$ cat src/rtl/usc_params.svh
// constants of the serial status/control block
// assumes byte addresses on a 32-bit apb, 40 MHz pclk
`ifndef USC_PARAMS_SVH
`define USC_PARAMS_SVH

// register byte offsets
`define USC_OFF_STAT 12'h000
`define USC_OFF_TXD 12'h004
`define USC_OFF_RXD 12'h008
`define USC_OFF_MODE 12'h00c

// serial_status_control field positions
`define USC_B_TXIS1 15
`define USC_B_INV 14
`define USC_B_TXIS0 13
`define USC_B_BRK 11
`define USC_B_TXEN 10
`define USC_B_TXBF 9
`define USC_B_TX_SHIFTER_EMPTY_FLAG 8
`define USC_B_RXIS 6
`define USC_B_IDLE 4
`define USC_B_RX_PARITY_ERROR_FLAG 3
`define USC_B_RX_FRAMING_ERROR_FLAG 2
`define USC_B_RX_OVERRUN_FLAG 1
`define USC_B_RXDA 0
`define USC_B_INFRARED_ENCODER_ON 0
`define USC_STAT_RESET 16'h0110

// interrupt mode codes
`define USC_TXI_CHAR 2'h0
`define USC_TXI_DONE 2'h1
`define USC_TXI_EMPTY 2'h2
`define USC_RXI_3Q 2'h2
`define USC_RXI_FULL 2'h3
`define USC_LVL_3Q 3'h2
`define USC_LVL_FULL 3'h3

// bit timing and framing
`define USC_BAUD_DIV 8'h10
`define USC_HALF_DIV 8'h08
`define USC_CHR_BITS 4'ha
`define USC_BRK_BITS 4'he
`define USC_DATA_BITS 4'h8
`define USC_BRK_FRAME 14'h2000
`define USC_DATA_W 8
`define USC_FIFO_DEPTH 4

`endif

$ cat src/rtl/usc_pkg.sv
// types of the serial status/control block
// assumes usc_params.svh is on the include path
package usc_pkg;

    typedef enum logic {USC_TX_IDLE, USC_TX_SHIFT} usc_tx_st_t;
    typedef enum logic [1:0] {USC_RX_IDLE, USC_RX_START, USC_RX_DATA, USC_RX_STOP} usc_rx_st_t;

    // whole state of the top module
    typedef struct packed {
        logic [1:0]  txis;
        logic        inv;
        logic        brk;
        logic        txen;
        logic [1:0]  rxis;
        logic        ir;
        logic        rx_overrun_flag;
        logic        rx_framing_error_flag;
        usc_tx_st_t  tx_st;
        logic        brk_on;
        logic [13:0] tx_sh;
        logic [3:0]  tx_cnt;
        logic [7:0]  tx_div;
        logic        tx_pin;
        logic        tx_irq;
        logic        rx_s1;
        logic        rx_s2;
        usc_rx_st_t  rx_st;
        logic [7:0]  rx_sh;
        logic [3:0]  rx_cnt;
        logic [7:0]  rx_div;
        logic        rx_irq;
        logic [31:0] rdata;
        logic        rd_ok;
    } usc_st_t;

endpackage

$ cat src/rtl/usc_fifo_if.sv
// fifo carrier between the top module and its buffers
// assumes one clock shared by both ends
`timescale 1ns/100ps
`default_nettype none
interface usc_fifo_if #(
    parameter int W = 8,
    parameter int D = 4
) ();
    logic                       push_valid;
    logic                       push_ready;
    logic [W-1:0]               push_data;
    logic                       pop_valid;
    logic                       pop_ready;
    logic [W-1:0]               pop_data;
    logic [$clog2(D+1)-1:0]     count;
    logic                       flush;

    modport store (input push_valid, push_data, pop_ready, flush,
                   output push_ready, pop_valid, pop_data, count);
    modport user (output push_valid, push_data, pop_ready, flush,
                  input push_ready, pop_valid, pop_data, count);
endinterface
`default_nettype wire

$ cat src/rtl/usc_top.sv
// serial port status/control, transmit and receive paths, apb slave
// assumes a 40 MHz pclk, rx pin asynchronous, four-word fifos below
`timescale 1ns/100ps
`default_nettype none
`include "usc_params.svh"

module usc_top (
    // apb slave
    input  wire logic        pclk,
    input  wire logic        presetn,
    input  wire logic        psel,
    input  wire logic        penable,
    input  wire logic        pwrite,
    input  wire logic [11:0] paddr,
    input  wire logic [31:0] pwdata,
    output logic      [31:0] prdata,
    output logic             pready,
    output logic             pslverr,
    // serial pins
    input  wire logic        serial_rx_pin_i,
    output logic             serial_tx_pin_o,
    output logic             serial_tx_pin_oe,
    // one-cycle event strobes
    output logic             tx_irq,
    output logic             rx_irq
);
    import usc_pkg::*;

    function automatic logic usc_hit(input logic [11:0] a, input logic [11:0] off);
        return (a[11:2] == off[11:2]);
    endfunction

    usc_fifo_if #(.W(`USC_DATA_W), .D(`USC_FIFO_DEPTH)) txf ();
    usc_fifo_if #(.W(`USC_DATA_W), .D(`USC_FIFO_DEPTH)) rxf ();

    usc_st_t     s;
    usc_st_t     n;
    logic        setup;
    logic        acc;
    logic        hit_stat;
    logic        hit_txd;
    logic        hit_rxd;
    logic        hit_mode;
    logic        wr_go;
    logic        tx_tick;
    logic        rx_tick;
    logic        tx_pop;
    logic        rx_push;
    logic        ovr;
    logic        tx_line;
    logic [15:0] stat;
    logic [31:0] rv;

    // transmit and receive buffers
    usc_fifo #(.W(`USC_DATA_W), .D(`USC_FIFO_DEPTH)) u_txf (
        .pclk    (pclk),
        .presetn (presetn),
        .f       (txf)
    );
    usc_fifo #(.W(`USC_DATA_W), .D(`USC_FIFO_DEPTH)) u_rxf (
        .pclk    (pclk),
        .presetn (presetn),
        .f       (rxf)
    );

    // apb decode
    assign setup = psel & ~penable;
    assign acc = psel & penable;
    assign hit_stat = usc_hit(paddr, `USC_OFF_STAT);
    assign hit_txd = usc_hit(paddr, `USC_OFF_TXD);
    assign hit_rxd = usc_hit(paddr, `USC_OFF_RXD);
    assign hit_mode = usc_hit(paddr, `USC_OFF_MODE);
    assign pslverr = acc & ~(hit_stat | hit_txd | hit_rxd | hit_mode);

    // a full tx buffer stalls the bus instead of dropping data
    assign txf.push_valid = acc & pwrite & hit_txd;
    assign txf.push_data = pwdata[7:0];
    assign pready = ~txf.push_valid | txf.push_ready;
    assign wr_go = acc & pwrite & pready & ~pslverr;
    assign txf.flush = ~s.txen;

    // shifter takes a char only when idle and no break pending
    assign tx_tick = (s.tx_div == 8'h00);
    assign txf.pop_ready = (s.tx_st == USC_TX_IDLE) & s.txen & ~s.brk;
    assign tx_pop = txf.pop_valid & txf.pop_ready;

    // rx buffer fills at stop bit, drains on data read
    assign rx_tick = (s.rx_div == 8'h00);
    assign rx_push = (s.rx_st == USC_RX_STOP) & rx_tick;
    assign rxf.push_valid = rx_push;
    assign rxf.push_data = s.rx_sh;
    assign rxf.flush = 1'h0;
    assign rxf.pop_ready = acc & ~pwrite & hit_rxd & s.rd_ok;
    assign ovr = rx_push & ~rxf.push_ready;

    // status word assembly
    always_comb
    begin
        stat = '0;
        stat[`USC_B_TXIS1] = s.txis[1];
        stat[`USC_B_INV] = s.inv;
        stat[`USC_B_TXIS0] = s.txis[0];
        stat[`USC_B_BRK] = s.brk;
        stat[`USC_B_TXEN] = s.txen;
        stat[`USC_B_TXBF] = ~txf.push_ready;
        stat[`USC_B_TX_SHIFTER_EMPTY_FLAG] = (s.tx_st == USC_TX_IDLE) & ~txf.pop_valid;
        stat[`USC_B_RXIS +: 2] = s.rxis;
        stat[`USC_B_IDLE] = (s.rx_st == USC_RX_IDLE);
        stat[`USC_B_RX_PARITY_ERROR_FLAG] = 1'h0; // no parity framing in this port
        stat[`USC_B_RX_FRAMING_ERROR_FLAG] = s.rx_framing_error_flag;
        stat[`USC_B_RX_OVERRUN_FLAG] = s.rx_overrun_flag;
        stat[`USC_B_RXDA] = rxf.pop_valid;
        rv = 32'h0;
        if (hit_stat)
            rv = {16'h0, stat};
        else if (hit_rxd)
            rv = {24'h0, rxf.pop_data};
        else if (hit_mode)
            rv = {31'h0, s.ir};
    end

    // next state of the whole block
    always_comb
    begin
        n = s;
        n.tx_irq = 1'h0;
        n.rx_irq = 1'h0;

        // read data is captured in setup so prdata is registered
        if (setup)
        begin
            n.rdata = rv;
            n.rd_ok = rxf.pop_valid;
        end

        // transmit shifter
        if (s.tx_st == USC_TX_SHIFT)
        begin
            n.tx_div = tx_tick ? (`USC_BAUD_DIV - 8'h01) : (s.tx_div - 8'h01);
            if (tx_tick)
            begin
                n.tx_sh = {1'h1, s.tx_sh[13:1]};
                n.tx_cnt = s.tx_cnt - 4'h1;
                if (s.tx_cnt == 4'h1)
                begin
                    n.tx_st = USC_TX_IDLE;
                    n.brk_on = 1'h0;
                    if (s.brk_on)
                        n.brk = 1'h0;
                    if (s.txis == `USC_TXI_DONE && !txf.pop_valid && !txf.push_valid)
                        n.tx_irq = 1'h1;
                end
            end
        end
        else if (s.txen && s.brk)
        begin
            n.tx_st = USC_TX_SHIFT;
            n.brk_on = 1'h1;
            n.tx_sh = `USC_BRK_FRAME;
            n.tx_cnt = `USC_BRK_BITS;
            n.tx_div = `USC_BAUD_DIV - 8'h01;
        end
        else if (tx_pop)
        begin
            n.tx_st = USC_TX_SHIFT;
            n.tx_sh = {5'h1f, txf.pop_data, 1'h0};
            n.tx_cnt = `USC_CHR_BITS;
            n.tx_div = `USC_BAUD_DIV - 8'h01;
            if (s.txis == `USC_TXI_CHAR)
                n.tx_irq = 1'h1;
            if (s.txis == `USC_TXI_EMPTY && txf.count == 3'h1 && !txf.push_valid)
                n.tx_irq = 1'h1;
        end

        // disabling aborts whatever is on the line
        if (!s.txen)
        begin
            n.tx_st = USC_TX_IDLE;
            n.brk_on = 1'h0;
        end

        // receive synchroniser, second stage only is read
        n.rx_s1 = serial_rx_pin_i;
        n.rx_s2 = s.rx_s1;
        if (s.rx_st != USC_RX_IDLE)
            n.rx_div = rx_tick ? (`USC_BAUD_DIV - 8'h01) : (s.rx_div - 8'h01);
        case (s.rx_st)
            USC_RX_IDLE:
            begin
                if (!s.rx_s2)
                begin
                    n.rx_st = USC_RX_START;
                    n.rx_div = `USC_HALF_DIV - 8'h01;
                end
            end
            USC_RX_START:
            begin
                // mid-bit recheck filters short glitches
                if (rx_tick)
                begin
                    n.rx_st = s.rx_s2 ? USC_RX_IDLE : USC_RX_DATA;
                    n.rx_cnt = `USC_DATA_BITS;
                end
            end
            USC_RX_DATA:
            begin
                if (rx_tick)
                begin
                    n.rx_sh = {s.rx_s2, s.rx_sh[7:1]};
                    n.rx_cnt = s.rx_cnt - 4'h1;
                    if (s.rx_cnt == 4'h1)
                        n.rx_st = USC_RX_STOP;
                end
            end
            USC_RX_STOP:
            begin
                if (rx_tick)
                begin
                    n.rx_st = USC_RX_IDLE;
                    n.rx_framing_error_flag = ~s.rx_s2;
                    if (rxf.push_ready)
                    begin
                        if (!s.rxis[1])
                            n.rx_irq = 1'h1;
                        if (s.rxis == `USC_RXI_3Q && rxf.count == `USC_LVL_3Q && !rxf.pop_ready)
                            n.rx_irq = 1'h1;
                        if (s.rxis == `USC_RXI_FULL && rxf.count == `USC_LVL_FULL && !rxf.pop_ready)
                            n.rx_irq = 1'h1;
                    end
                end
            end
            default:
                n.rx_st = USC_RX_IDLE;
        endcase

        // software writes; mode 11 is left to software to avoid
        if (wr_go && hit_stat)
        begin
            n.txis = {pwdata[`USC_B_TXIS1], pwdata[`USC_B_TXIS0]};
            n.inv = pwdata[`USC_B_INV];
            n.txen = pwdata[`USC_B_TXEN];
            n.rxis = pwdata[`USC_B_RXIS +: 2];
            n.rx_overrun_flag = s.rx_overrun_flag & pwdata[`USC_B_RX_OVERRUN_FLAG];
            if (pwdata[`USC_B_BRK])
                n.brk = 1'h1;
        end
        if (wr_go && hit_mode)
            n.ir = pwdata[`USC_B_INFRARED_ENCODER_ON];

        // overrun set beats a clear in the same cycle
        if (ovr)
            n.rx_overrun_flag = 1'h1;

        // pin level: data line with idle polarity per encoder mode
        tx_line = (n.tx_st == USC_TX_SHIFT) ? n.tx_sh[0] : 1'h1;
        n.tx_pin = tx_line ^ n.inv ^ n.ir;
    end

    // state register, idle line levels at reset
    always_ff @(posedge pclk or negedge presetn)
    begin
        if (!presetn)
        begin
            s <= '0;
            s.tx_pin <= 1'h1;
            s.rx_s1 <= 1'h1;
            s.rx_s2 <= 1'h1;
        end
        else
            s <= n;
    end

    // outputs straight from the state
    assign prdata = s.rdata;
    assign serial_tx_pin_o = s.tx_pin;
    assign serial_tx_pin_oe = s.txen;
    assign tx_irq = s.tx_irq;
    assign rx_irq = s.rx_irq;
endmodule
`default_nettype wire

$ cat src/rtl/usc_fifo.sv
// small first-in first-out buffer with valid/ready on both sides
// assumes the user drives flush for a synchronous empty
`timescale 1ns/100ps
`default_nettype none
module usc_fifo #(
    parameter int W = 8,
    parameter int D = 4
) (
    // clock and reset
    input  wire logic  pclk,
    input  wire logic  presetn,
    // both ports
    usc_fifo_if.store  f
);
    localparam int AW = (D > 1) ? $clog2(D) : 1;
    localparam int CW = $clog2(D+1);

    typedef struct packed {
        logic [D-1:0][W-1:0] mem;
        logic [AW-1:0]       rd;
        logic [AW-1:0]       wr;
        logic [CW-1:0]       cnt;
    } usc_fifo_st_t;

    usc_fifo_st_t s;
    usc_fifo_st_t n;
    logic         do_push;
    logic         do_pop;

    // honest full and empty from the count
    assign f.push_ready = (s.cnt != CW'(D));
    assign f.pop_valid = (s.cnt != '0);
    assign f.pop_data = s.mem[s.rd];
    assign f.count = s.cnt;
    assign do_push = f.push_valid & f.push_ready;
    assign do_pop = f.pop_valid & f.pop_ready;

    // pointers wrap at depth, flush wins over both sides
    always_comb
    begin
        n = s;
        if (f.flush)
        begin
            n.rd = '0;
            n.wr = '0;
            n.cnt = '0;
        end
        else
        begin
            if (do_push)
            begin
                n.mem[s.wr] = f.push_data;
                n.wr = (s.wr == AW'(D-1)) ? '0 : s.wr + AW'(1);
            end
            if (do_pop)
                n.rd = (s.rd == AW'(D-1)) ? '0 : s.rd + AW'(1);
            n.cnt = s.cnt + CW'(do_push) - CW'(do_pop);
        end
    end

    // state register
    always_ff @(posedge pclk or negedge presetn)
    begin
        if (!presetn)
            s <= '0;
        else
            s <= n;
    end
endmodule
`default_nettype wire

$ cat config.mk
export PLATFORM = sky130hd
export DESIGN_NAME = usc_top
export DESIGN_NICKNAME = d
export VERILOG_FILES = /design/src/rtl/usc_pkg.sv /design/src/rtl/usc_fifo_if.sv /design/src/rtl/usc_top.sv /design/src/rtl/usc_fifo.sv
export VERILOG_INCLUDE_DIRS = /design/src /design/src/rtl
export SDC_FILE = /design/constraint.sdc
export NUM_CORES = 1
export LEC_CHECK = 0
export BUFFER_PORTS_ARGS = -buffer_cell sky130_fd_sc_hd__buf_2
export CAP_MARGIN = 20
export CORE_MARGIN = 2
export CORE_UTILIZATION = 45
export CTS_BUF_LIST = sky130_fd_sc_hd__clkbuf_2
export CTS_CLUSTER_DIAMETER = 100
export CTS_CLUSTER_SIZE = 40
export DETAILED_ROUTE_END_ITERATION = 8
export GPL_TIMING_DRIVEN = 0
export PLACE_DENSITY = 0.63
export SLEW_MARGIN = 20
export SYNTH_ARGS = -nofsm -noshare
export SYNTH_HDL_FRONTEND = slang
export SYNTH_SLANG_ARGS = --single-unit
$ cat constraint.sdc
create_clock -name pclk -period 3.6 [get_ports pclk]
set_input_delay 0.36 -clock pclk [delete_from_list [all_inputs] [get_ports pclk]]
set_output_delay 0.36 -clock pclk [all_outputs]
set_load 0.01 [all_outputs]
==> impl_metrics.env, run 1 <==
export IMPL_outcome="complete, no violations"
export IMPL_setup_worst_path_start="s[37]$_DFF_PN0_"
export IMPL_critical_path_max_fanout=7
export IMPL_synth_edf_count=0
export IMPL_synthTopCellsByArea="dfrtp_1 51%, mux2_2 12%, mux4_2 4.7%"
export IMPL_relSlewSlack_pct=28.6
export IMPL_path_common_cell="xnor2_1"
export IMPL_holdWs_ns=0.0881
export IMPL_rrSetupSlack_ns=0.35
export IMPL_hold_path_class="in2reg"
export IMPL_cp_endpoint="u_rxf.f.count[2]$_DFF_PN0_"
export IMPL_die_h_um=134
export IMPL_path_class="reg2reg"
export IMPL_dr_pass1_iters=5
export IMPL_worst_ep_arrival_time_ns=3.91
export IMPL_seqCellArea_um2=3980
export IMPL_yosysTopAreaCell="dfrtp_1"
export IMPL_fin_cells=975
export IMPL_die_width_um=134
export IMPL_portBuffers=48
export IMPL_htree_levels=4
export IMPL_fin_skew_ns=0.0455
export IMPL_synth_area_um2=7650
export IMPL_grt_max_degree=92
export IMPL_power_density_nw_per_um2=398
export IMPL_stdcell_area_um2=8650
export IMPL_grtUsageTotal_pct=19.3
export IMPL_post_cts_setup_buffers=0
export IMPL_wl_per_cell_um=16.7
export IMPL_placed_cells=924
export IMPL_row_count=47
export IMPL_antenna_found_initial=1
export IMPL_critical_path_cell_chain="or4_4, or3b_1, buf_2, nor3_1, ha_1, inv_1, fa_1, xnor2_1, xnor2_1"
export IMPL_max_freq_mhz=307
export IMPL_cts_hold_buf=18
export IMPL_fin_ws_ns=0.346
export IMPL_synth_top_area_share_pct=51.0
export IMPL_ir_worst_vdd_mv=0.209
export IMPL_via_per_inst=5.36
export IMPL_final_cell_mix="156 x dfrtp_1, 82 x mux2_2, 53 x nand2_1"
export IMPL_antenna_left=0
export IMPL_avgSynthCellArea_um2=12.0
export IMPL_rr_endpoint="u_rxf.f.count[2]$_DFF_PN0_"
export IMPL_path_clk_slew_ns=0.24
export IMPL_reg2regPathDepth=9
export IMPL_final_common_cell="dfrtp_1"
export IMPL_grt_pass1_vias=5415
export IMPL_die_area_um2=18100
export IMPL_cp_required_ns=4.26
export IMPL_max_cap_violations=0
export IMPL_post_route_period_util_pct=90.4
export IMPL_hpwl_um=11400
export IMPL_nets=814
export IMPL_grt_pass1_wl_um=27200
export IMPL_ys_types=59
export IMPL_period_needed_ns=3.25
export IMPL_utilization_pct=52.2
export IMPL_start_kind="flip-flop"
export IMPL_clock_latency_ns=0.74
export IMPL_placed_area_um2=8260
export IMPL_cts_root_buf="clkbuf_2"
export IMPL_drc=0
export IMPL_core_area_um2=16600
export IMPL_ys_seq_elements=159
export IMPL_initial_core_util_pct=46.1
export IMPL_pre_cts_ws_ns=-0.297
export IMPL_slowest_stage="or4_4"
export IMPL_p_leak_nw=4.40
export IMPL_nFillCells=1486
export IMPL_multiInputGateArea_um2=3270
export IMPL_ioPinCount=88
export IMPL_drive_above_1_share_pct=29.6
export IMPL_cts_tree="built"
export IMPL_cpPeakStageDelay_ns=0.60
export IMPL_routed_wl_um=16300
export IMPL_syn_inst=639
export IMPL_finalHoldViolCount=0
export IMPL_area_growth_pct=13.2
export IMPL_rsz0062_at_grt="no"
export IMPL_tightest_slew_ns=1.06
export IMPL_vias=5228
export IMPL_cts_resized=0
export IMPL_synthFlopType="dfrtp_1"
export IMPL_overflow=0
export IMPL_finalWeightedCongestion=0.759
export IMPL_drt_iter0_drc=257
export IMPL_ys_warn_count=0
export IMPL_drv_slew=0
export IMPL_clock_sinks=159
export IMPL_clk_path_buf_depth=2
export IMPL_finalSetupViolCount=0
export IMPL_async_flop_share_pct=100
export IMPL_numCtsBuffers=17
export IMPL_regToRegStartpoint="s[37]$_DFF_PN0_"
export IMPL_critPathCaptureType="flip-flop"
export IMPL_yosysSeqAreaShare_pct=52.1
-- logic make-up after synthesis --
family	Yosys count	synth area share [%]
flip-flops	159	52.1
AND/OR/NAND/NOR	170	11.6
XOR/XNOR	10	1.33
adder cells (fa/ha/maj)	23	3.96
other	1	0.0490
multiplexers	100	17.1
AO/OA/AOI/OAI	87	7.89
buffers and inverters	89	5.97
-- per-layer routing --
layer	global-route usage (%)	part of all wire, %	vias to the layer above	wire (um)
met5	0	0	-	0
li1	-	-	2453	-
met1	24.8	43	2630	7070
met4	6.14	1.4	0	229
met2	32.9	51	128	8360
met3	3.70	4.1	17	667
-- cell usage after synthesis, types with 3 or more instances --
master and count:
a21boi_0 4, a21o_1 3, a21oi_1 17, a221o_1 4, a221oi_1 4, a222oi_1 8, a22o_1 4, a31oi_1 3
and2_1 6, and3_1 5, buf_1 3, buf_4 32, clkbuf_1 18, dfrtp_1 156, dfstp_2 3, ha_1 21
inv_1 34, mux2_2 82, mux4_2 16, nand2_1 53, nand2_4 4, nand2b_1 5, nand3_1 15, nand4_1 3
nor2_1 31, nor2b_1 6, nor3_1 11, nor3b_1 4, nor4_1 7, o21ai_0 24, o31ai_1 3, o41ai_1 3
or3_1 5, or4_1 3, xnor2_1 7
-- critical path: cells and delay by family, from the launching register on --
family | cells | cell delay, ns
and+or+nand+nor | 3 | 1.48
adders and majority gates | 2 | 0.62
buffers and inverters | 2 | 0.24
xor gates and xnor gates | 2 | 0.32
DFF | 1 | 0.51
-- stage by stage --
stage	setup TNS, ns	power (W)
finish	0	0.00344
global route	0	0.00365
CTS	0	0.00348
detailed placement	-0.431	0.00255
global placement	-13.05	0.00251
floorplan	0	0.00238
-- report_power, final --
| group | leakage (nW) | internal [W] | switching [W] | total [W] |
|---|---|---|---|---|
| sequential | 2.15 | 0.00189 | 0.000103 | 0.00199 |
| clock | 0.133 | 0.000252 | 0.000653 | 0.000905 |
| combinational | 2.12 | 0.000233 | 0.000312 | 0.000545 |
| total | 4.40 | 0.00237 | 0.00107 | 0.00344 |
-- worst min-delay path by stage --
stage	start	cells after the start	slack (ns)	end
6_report	pwrite	3	0.09	s[94]$_DFF_PN0_
5_1_grt	pwrite	3	0.04	s[94]$_DFF_PN0_
4_1_cts	pwrite	3	0.02	s[94]$_DFF_PN0_
3_5_place_dp	presetn	1	0.35	prdata[13]$_DFFE_PN0P_
3_3_place_gp	n[56]$_DFF_PN1_	0	0.35	s[56]$_DFF_PN1_
2_1_floorplan	presetn	0	0.06	prdata[0]$_DFFE_PN0P_
-- area by class of cell --
cell class / instances / share of cell area (%)
multi-input cells: 407 / 37.8
diodes: 1 / 0.0289
clock buffers: 18 / 1.04
flip-flops and latches: 159 / 46.0
plain buffers: 55 / 3.80
clock inverters: 14 / 1.34
inverters: 34 / 1.47
well taps: 220 / 3.18
repair buffers: 67 / 5.29
-- state kept, by name, indices dropped and copies added, names as in the netlist --
name,cells
n,1
prdata,15
rx_irq,1
rxf.push_data,8
s,53
serial_tx_pin_o,1
serial_tx_pin_oe,1
tx_irq,1
u_rxf.f.count,3
u_rxf.s,36
u_txf.f.count,3
u_txf.s,36
(Power assumes the default switching activity.)
==> inputs of run 2 (changes only) <==
--- a/config.mk
+++ b/config.mk
@@ -16,6 +16,7 @@
 export DETAILED_ROUTE_END_ITERATION = 8
 export GPL_TIMING_DRIVEN = 0
 export PLACE_DENSITY = 0.63
+export RECOVER_POWER = 50
 export SLEW_MARGIN = 20
 export SYNTH_ARGS = -nofsm -noshare
 export SYNTH_HDL_FRONTEND = slang
==> run 2 against run 1 <==
Net effect: the flow now finishes with violations (capacitance limit, slew limit); combinational power is 0.7% lower; first-iteration DRC count shrank 8.2%; routed wire length up 0.24%; critical path depth unchanged; register-to-register slack about the same; maximum frequency is 0.42% higher; flip-flop and latch count unchanged; design area is 0.36% lower; largest power group unchanged.
==> impl_metrics.env, run 2 (synthesized netlist as in run 1, its figures left out) <==
export IMPL_drc=0
export IMPL_grtUsageTotal_pct=19.3
export IMPL_power_density_nw_per_um2=399
export IMPL_p_seq_share_pct=57.9
export IMPL_rsz0062_at_grt="no"
export IMPL_grt_pass1_vias=5415
export IMPL_largest_reg_flops=53
export IMPL_drt_iter0_drc=236
export IMPL_core_area_um2=16600
export IMPL_area_growth_pct=12.8
export IMPL_htree_levels=4
export IMPL_fin_cells=975
export IMPL_clock_latency_ns=0.74
export IMPL_p_clk_share_pct=26.4
export IMPL_vias=5234
export IMPL_cp_required_ns=4.25
export IMPL_critPathCaptureType="flip-flop"
export IMPL_finalPower_w=0.00344
export IMPL_grt_pass1_wl_um=27200
export IMPL_finalSetupViolCount=0
export IMPL_path_common_cell="xnor2_1"
export IMPL_relSlewSlack_pct=-14.5
export IMPL_path_class="reg2reg"
export IMPL_initial_core_util_pct=46.1
export IMPL_slowest_stage="or4_4"
export IMPL_fin_skew_ns=0.0489
export IMPL_start_kind="flip-flop"
export IMPL_via_per_inst=5.37
export IMPL_period_needed_ns=3.24
export IMPL_dr_pass1_iters=8
export IMPL_stdcell_area_um2=8620
export IMPL_placed_cells=924
export IMPL_max_cap_violations=1
export IMPL_fin_tns_setup_ns=0
export IMPL_antenna_left=0
export IMPL_wl_per_cell_um=16.8
export IMPL_p_leak_nw=4.39
export IMPL_cts_tree="built"
export IMPL_overflow=0
export IMPL_finalHoldViolCount=0
export IMPL_clock_sinks=159
export IMPL_grt_max_degree=92
export IMPL_die_width_um=134
export IMPL_clk_path_buf_depth=2
export IMPL_antenna_found_initial=1
export IMPL_outcome="complete, but fails checks"
export IMPL_multiInputGateArea_um2=3270
export IMPL_placed_area_um2=8260
export IMPL_die_h_um=134
export IMPL_post_cts_setup_buffers=0
export IMPL_numCtsBuffers=17
export IMPL_finalWeightedCongestion=0.759
export IMPL_drv_slew=70
export IMPL_critical_path_max_fanout=7
export IMPL_p_comb_share_pct=15.7
export IMPL_worst_ep_arrival_time_ns=3.90
export IMPL_hold_path_class="in2reg"
export IMPL_regMostFlops="s"
export IMPL_routed_wl_um=16400
export IMPL_ir_worst_vdd_mv=0.209
export IMPL_nFillCells=1490
export IMPL_p_sw_share_pct=31.1
export IMPL_final_common_cell="dfrtp_1"
export IMPL_cts_root_buf="clkbuf_2"
export IMPL_die_area_um2=18100
export IMPL_max_freq_mhz=309
export IMPL_switchingPower_w=0.00107
export IMPL_tightest_slew_ns=1.72
export IMPL_cpPeakStageDelay_ns=0.60
export IMPL_portBuffers=48
export IMPL_post_route_period_util_pct=90.0
export IMPL_seqCellArea_um2=3980
export IMPL_final_cell_mix="156 x dfrtp_1, 82 x mux2_2, 53 x nand2_1"
export IMPL_violations="capacitance limit, slew limit"
export IMPL_drive_above_1_share_pct=29.4
export IMPL_top_regs="s (53), u_rxf.s (36), u_txf.s (36)"
export IMPL_critical_path_cell_chain="or4_4, or3b_1, buf_2, nor3_1, ha_1, inv_1, fa_1, xnor2_1, xnor2_1"
export IMPL_path_clk_slew_ns=0.24
export IMPL_nets=814
export IMPL_row_count=47
export IMPL_ioPinCount=88
export IMPL_hpwl_um=11400
export IMPL_p_int_w=0.00237
==> run 2: changes by cell type in the layout (fill, tap and decap cells not counted) <==
cell	delta
buf_2	-1
clkbuf_1	+1
clkbuf_2	+1
clkbuf_4	+1
buf_16	-1
buf_8	-1
==> run 2: area by class of cell <==
type	count	area share, %
diodes	1	0.0290
plain buffers	55	3.82
clock buffers	18	1.04
inverters	34	1.48
clock inverters	14	1.35
well taps	220	3.19
multi-input cells	407	38.0
flip-flops and latches	159	46.2
repair buffers	67	4.95
==> run 2: final timing paths <==
| check | start | endpoint | slack (ns) | cells after the start |
|---|---|---|---|---|
| max in group asynchronous | presetn | rxf.push_data[3]$_DFFE_PN0P_ | 0.87 | 3 |
| min reg2reg | n[56]$_DFF_PN1_ | s[56]$_DFF_PN1_ | 0.37 | 0 |
| max | s[37]$_DFF_PN0_ | u_rxf.f.count[2]$_DFF_PN0_ | 0.36 | 9 |
| max reg2reg | s[37]$_DFF_PN0_ | u_rxf.f.count[2]$_DFF_PN0_ | 0.36 | 9 |
| min in group asynchronous | presetn | prdata[13]$_DFFE_PN0P_ | 0.56 | 2 |
| min | pwrite | s[94]$_DFF_PN0_ | 0.08 | 3 |
==> run 2: critical path: cells and delay by family, from the launching register on <==
| kind | cells | cell delay, ns |
|---|---|---|
| simple gates | 3 | 1.47 |
| fa+ha+maj | 2 | 0.62 |
| flops | 1 | 0.51 |
| xor+xnor | 2 | 0.32 |
| buf+inv | 2 | 0.24 |
==> run 2: per-layer routing <==
metal  GRT usage (%)  part of all wire (%)  up-vias
li1                -                     -     2455
met1            24.8                    44     2650
met2            32.9                    51      112
met3            3.70                   3.9       17
met4            6.14                   1.4        0
met5               0                     0        -
==> run 2: repair_timing <==
item	4_1_cts	5_1_grt
resized for setup	0	0
endpoints found under the hold margin	124	0
hold buffers	18	0
==> run 2: power groups by stage <==
stage	clock network, W	logic, W	registers [W]
2_1_floorplan	0	0.000379	0.00200
5_1_grt	0.00101	0.000621	0.00201
6_report	0.000908	0.000541	0.00199
3_3_place_gp	0	0.000494	0.00201
4_1_cts	0.000941	0.000549	0.00199
3_5_place_dp	0	0.000533	0.00202
==> run 2: stage by stage <==
stage | utilization (%) | setup slack [ns] | hold WS (ns)
after CTS | 52.1 | 0.373 | 0.0187
after global placement | 49.6 | -0.131 | 0.347
after detailed placement | 49.8 | -0.297 | 0.347
after floorplan | - | 0.736 | 0.0644
after global routing | 52.0 | 0.0907 | 0.0447
final | 52.0 | 0.359 | 0.0780
==> inputs of run 3 (changes only) <==
--- a/config.mk
+++ b/config.mk
@@ -6,13 +6,13 @@
 export SDC_FILE = /design/constraint.sdc
 export NUM_CORES = 1
 export LEC_CHECK = 0
-export BUFFER_PORTS_ARGS = -buffer_cell sky130_fd_sc_hd__buf_2
+export BUFFER_PORTS_ARGS = -buffer_cell sky130_fd_sc_hd__buf_4
 export CAP_MARGIN = 20
 export CORE_MARGIN = 2
 export CORE_UTILIZATION = 45
 export CTS_BUF_LIST = sky130_fd_sc_hd__clkbuf_2
 export CTS_CLUSTER_DIAMETER = 100
-export CTS_CLUSTER_SIZE = 40
+export CTS_CLUSTER_SIZE = 14
 export DETAILED_ROUTE_END_ITERATION = 8
 export GPL_TIMING_DRIVEN = 0
 export PLACE_DENSITY = 0.63
==> run 3 against run 2 <==
Net effect: the run still ends with capacitance limit, slew limit left; sequential power barely moved; combinational power is essentially flat; flip-flop and latch count unchanged; utilization up 0.81 points; maximum frequency is 0.56% higher; sequential share of layout area decreased by 0.71 points; largest cell class unchanged; largest power group unchanged.
==> impl_metrics.env, run 3 (synthesized netlist as in run 1, its figures left out) <==
export IMPL_critical_path_cell_chain="or4_4, or3b_1, buf_2, nor3_1, ha_1, inv_1, fa_1, xnor2_1, xnor2_1"
export IMPL_top_regs="s (53), u_rxf.s (36), u_txf.s (36)"
export IMPL_ir_worst_vdd_mv=0.278
export IMPL_critical_path_max_fanout=7
export IMPL_max_freq_mhz=310
export IMPL_p_int_w=0.00245
export IMPL_numCtsBuffers=17
export IMPL_htree_levels=4
export IMPL_cts_root_buf="clkbuf_2"
export IMPL_p_seq_share_pct=57.2
export IMPL_min_path_cells=3
export IMPL_routed_wl_um=16000
export IMPL_rr_endpoint="u_rxf.f.count[2]$_DFF_PN0_"
export IMPL_grt_pass1_wl_um=26800
export IMPL_largest_reg_flops=53
export IMPL_hpwl_um=11300
export IMPL_finalHoldViolCount=0
export IMPL_fin_skew_ns=0.0445
export IMPL_p_clk_share_pct=27.1
export IMPL_finalWeightedCongestion=0.755
export IMPL_p_comb_share_pct=15.7
export IMPL_slowest_stage="or4_4"
export IMPL_drv_slew=76
export IMPL_wl_per_cell_um=16.4
export IMPL_final_common_cell="dfrtp_1"
export IMPL_drive_above_1_share_pct=29.6
export IMPL_worst_ep_arrival_time_ns=3.86
export IMPL_reg2regPathDepth=9
export IMPL_critPathCaptureType="flip-flop"
export IMPL_regToRegStartpoint="s[37]$_DFF_PN0_"
export IMPL_power_density_nw_per_um2=397
export IMPL_die_h_um=134
export IMPL_path_class="reg2reg"
export IMPL_drc=0
export IMPL_rrSetupSlack_ns=0.38
export IMPL_outcome="complete, but fails checks"
export IMPL_overflow=0
export IMPL_portBuffers=48
export IMPL_dr_pass1_iters=6
export IMPL_cpPeakStageDelay_ns=0.60
export IMPL_finalSetupViolCount=0
export IMPL_grtUsageMet1_pct=24.8
export IMPL_path_clk_slew_ns=0.23
export IMPL_stdcell_area_um2=8760
export IMPL_violations="capacitance limit, slew limit"
export IMPL_post_route_period_util_pct=89.5
export IMPL_switchingPower_w=0.00102
export IMPL_grt_max_degree=86
export IMPL_holdPathEnd="s[94]$_DFF_PN0_"
export IMPL_cpLargestDelayFamily="simple AND/OR/NAND/NOR gates"
export IMPL_path_common_cell="xnor2_1"
export IMPL_tightest_slew_ns=1.85
export IMPL_row_count=47
export IMPL_regMostFlops="s"
export IMPL_placed_area_um2=8380
export IMPL_start_kind="flip-flop"
export IMPL_fin_tns_setup_ns=0
export IMPL_clock_latency_ns=0.69
export IMPL_area_growth_pct=14.5
export IMPL_period_needed_ns=3.22
export IMPL_drt_iter0_drc=294
export IMPL_hold_start="pwrite"
export IMPL_rsz0062_at_grt="no"
export IMPL_p_leak_nw=4.43
export IMPL_grt_use_met3_pct=4.12
export IMPL_ioPinCount=88
export IMPL_crit_buf_inv=2
export IMPL_p_sw_share_pct=29.4
export IMPL_cts_resized=0
export IMPL_grtUsageMet2_pct=31.7
export IMPL_die_width_um=134
export IMPL_grt_pass1_vias=5383
export IMPL_grtUsageTotal_pct=18.8
export IMPL_antenna_left=0
export IMPL_clock_sinks=159
export IMPL_core_area_um2=16600
export IMPL_relSlewSlack_pct=-23.6
export IMPL_hold_path_class="in2reg"
export IMPL_post_cts_setup_buffers=0
export IMPL_vias=5217
export IMPL_nets=814
export IMPL_busiest_layer="met2"
export IMPL_via_per_inst=5.35
export IMPL_antenna_found_initial=1
export IMPL_final_cell_mix="156 x dfrtp_1, 82 x mux2_2, 77 x buf_4"
export IMPL_initial_core_util_pct=46.1
export IMPL_cp_required_ns=4.24
export IMPL_die_area_um2=18100
export IMPL_max_cap_violations=1
export IMPL_cts_tree="built"
export IMPL_clk_path_buf_depth=2
==> run 3: power groups by stage <==
stage | clock network (W) | logic [W] | registers, W
2_1_floorplan | 0 | 0.000379 | 0.00200
3_3_place_gp | 0 | 0.000503 | 0.00201
3_5_place_dp | 0 | 0.000535 | 0.00202
4_1_cts | 0.000976 | 0.000551 | 0.00199
5_1_grt | 0.00106 | 0.000625 | 0.00201
6_report | 0.000941 | 0.000544 | 0.00199
==> run 3: per-stage QoR <==
| stage | std cells | setup slack [ns] | util, % | power (W) | hold WS, ns |
|---|---|---|---|---|---|
| global route | 975 | 0.159 | 52.8 | 0.00369 | 0.0590 |
| detailed placement | 924 | -0.120 | 50.5 | 0.00255 | 0.349 |
| CTS | 974 | 0.392 | 53.0 | 0.00352 | 0.0741 |
| finish | 975 | 0.377 | 52.8 | 0.00347 | 0.138 |
| floorplan | 655 | 0.736 | - | 0.00238 | 0.0644 |
| global placement | 923 | -0.126 | 50.3 | 0.00252 | 0.345 |
==> run 3: worst max-delay path by stage <==
stage	start	to	slack (ns)	cells after the start
2_1_floorplan	s[37]$_DFF_PN0_	u_rxf.f.count[2]$_DFF_PN0_	0.74	9
3_3_place_gp	paddr[5]	u_rxf.f.count[2]$_DFF_PN0_	-0.13	12
3_5_place_dp	paddr[9]	u_rxf.f.count[2]$_DFF_PN0_	-0.12	12
4_1_cts	s[37]$_DFF_PN0_	u_rxf.f.count[2]$_DFF_PN0_	0.39	9
5_1_grt	s[37]$_DFF_PN0_	u_rxf.f.count[2]$_DFF_PN0_	0.16	9
6_report	s[37]$_DFF_PN0_	u_rxf.f.count[2]$_DFF_PN0_	0.38	9
==> run 3: worst reg2reg max path, stage by stage (launching register included) <==
cell	delay, ns
dfrtp_1	0.50
or4_4	0.60
or3b_1	0.38
buf_2	0.19
nor3_1	0.53
ha_1	0.24
inv_1	0.05
fa_1	0.37
xnor2_1	0.18
xnor2_1	0.13
==> run 3: final cells by class <==
class,instances,area (um2)
buffer,55,329
fill,1488,7830
clock inverter,11,119
tap,220,275
multi-input combinational,407,3280
sequential,159,3980
timing repair buffer,67,542
clock buffer,21,105
antenna,1,2.50
inverter,34,128
==> run 3: repair_timing <==
action                                  4_1_cts  5_1_grt
endpoints found under the setup margin        0        0
endpoints found under the hold margin       119        0
hold buffers                                 18        0
==> run 3: metal layers <==
layer  up-vias  share of wire, %
li1       2463                 -
met1      2666                46
met2        77                50
met3        11               3.0
met4         0               1.1
met5         -                 0
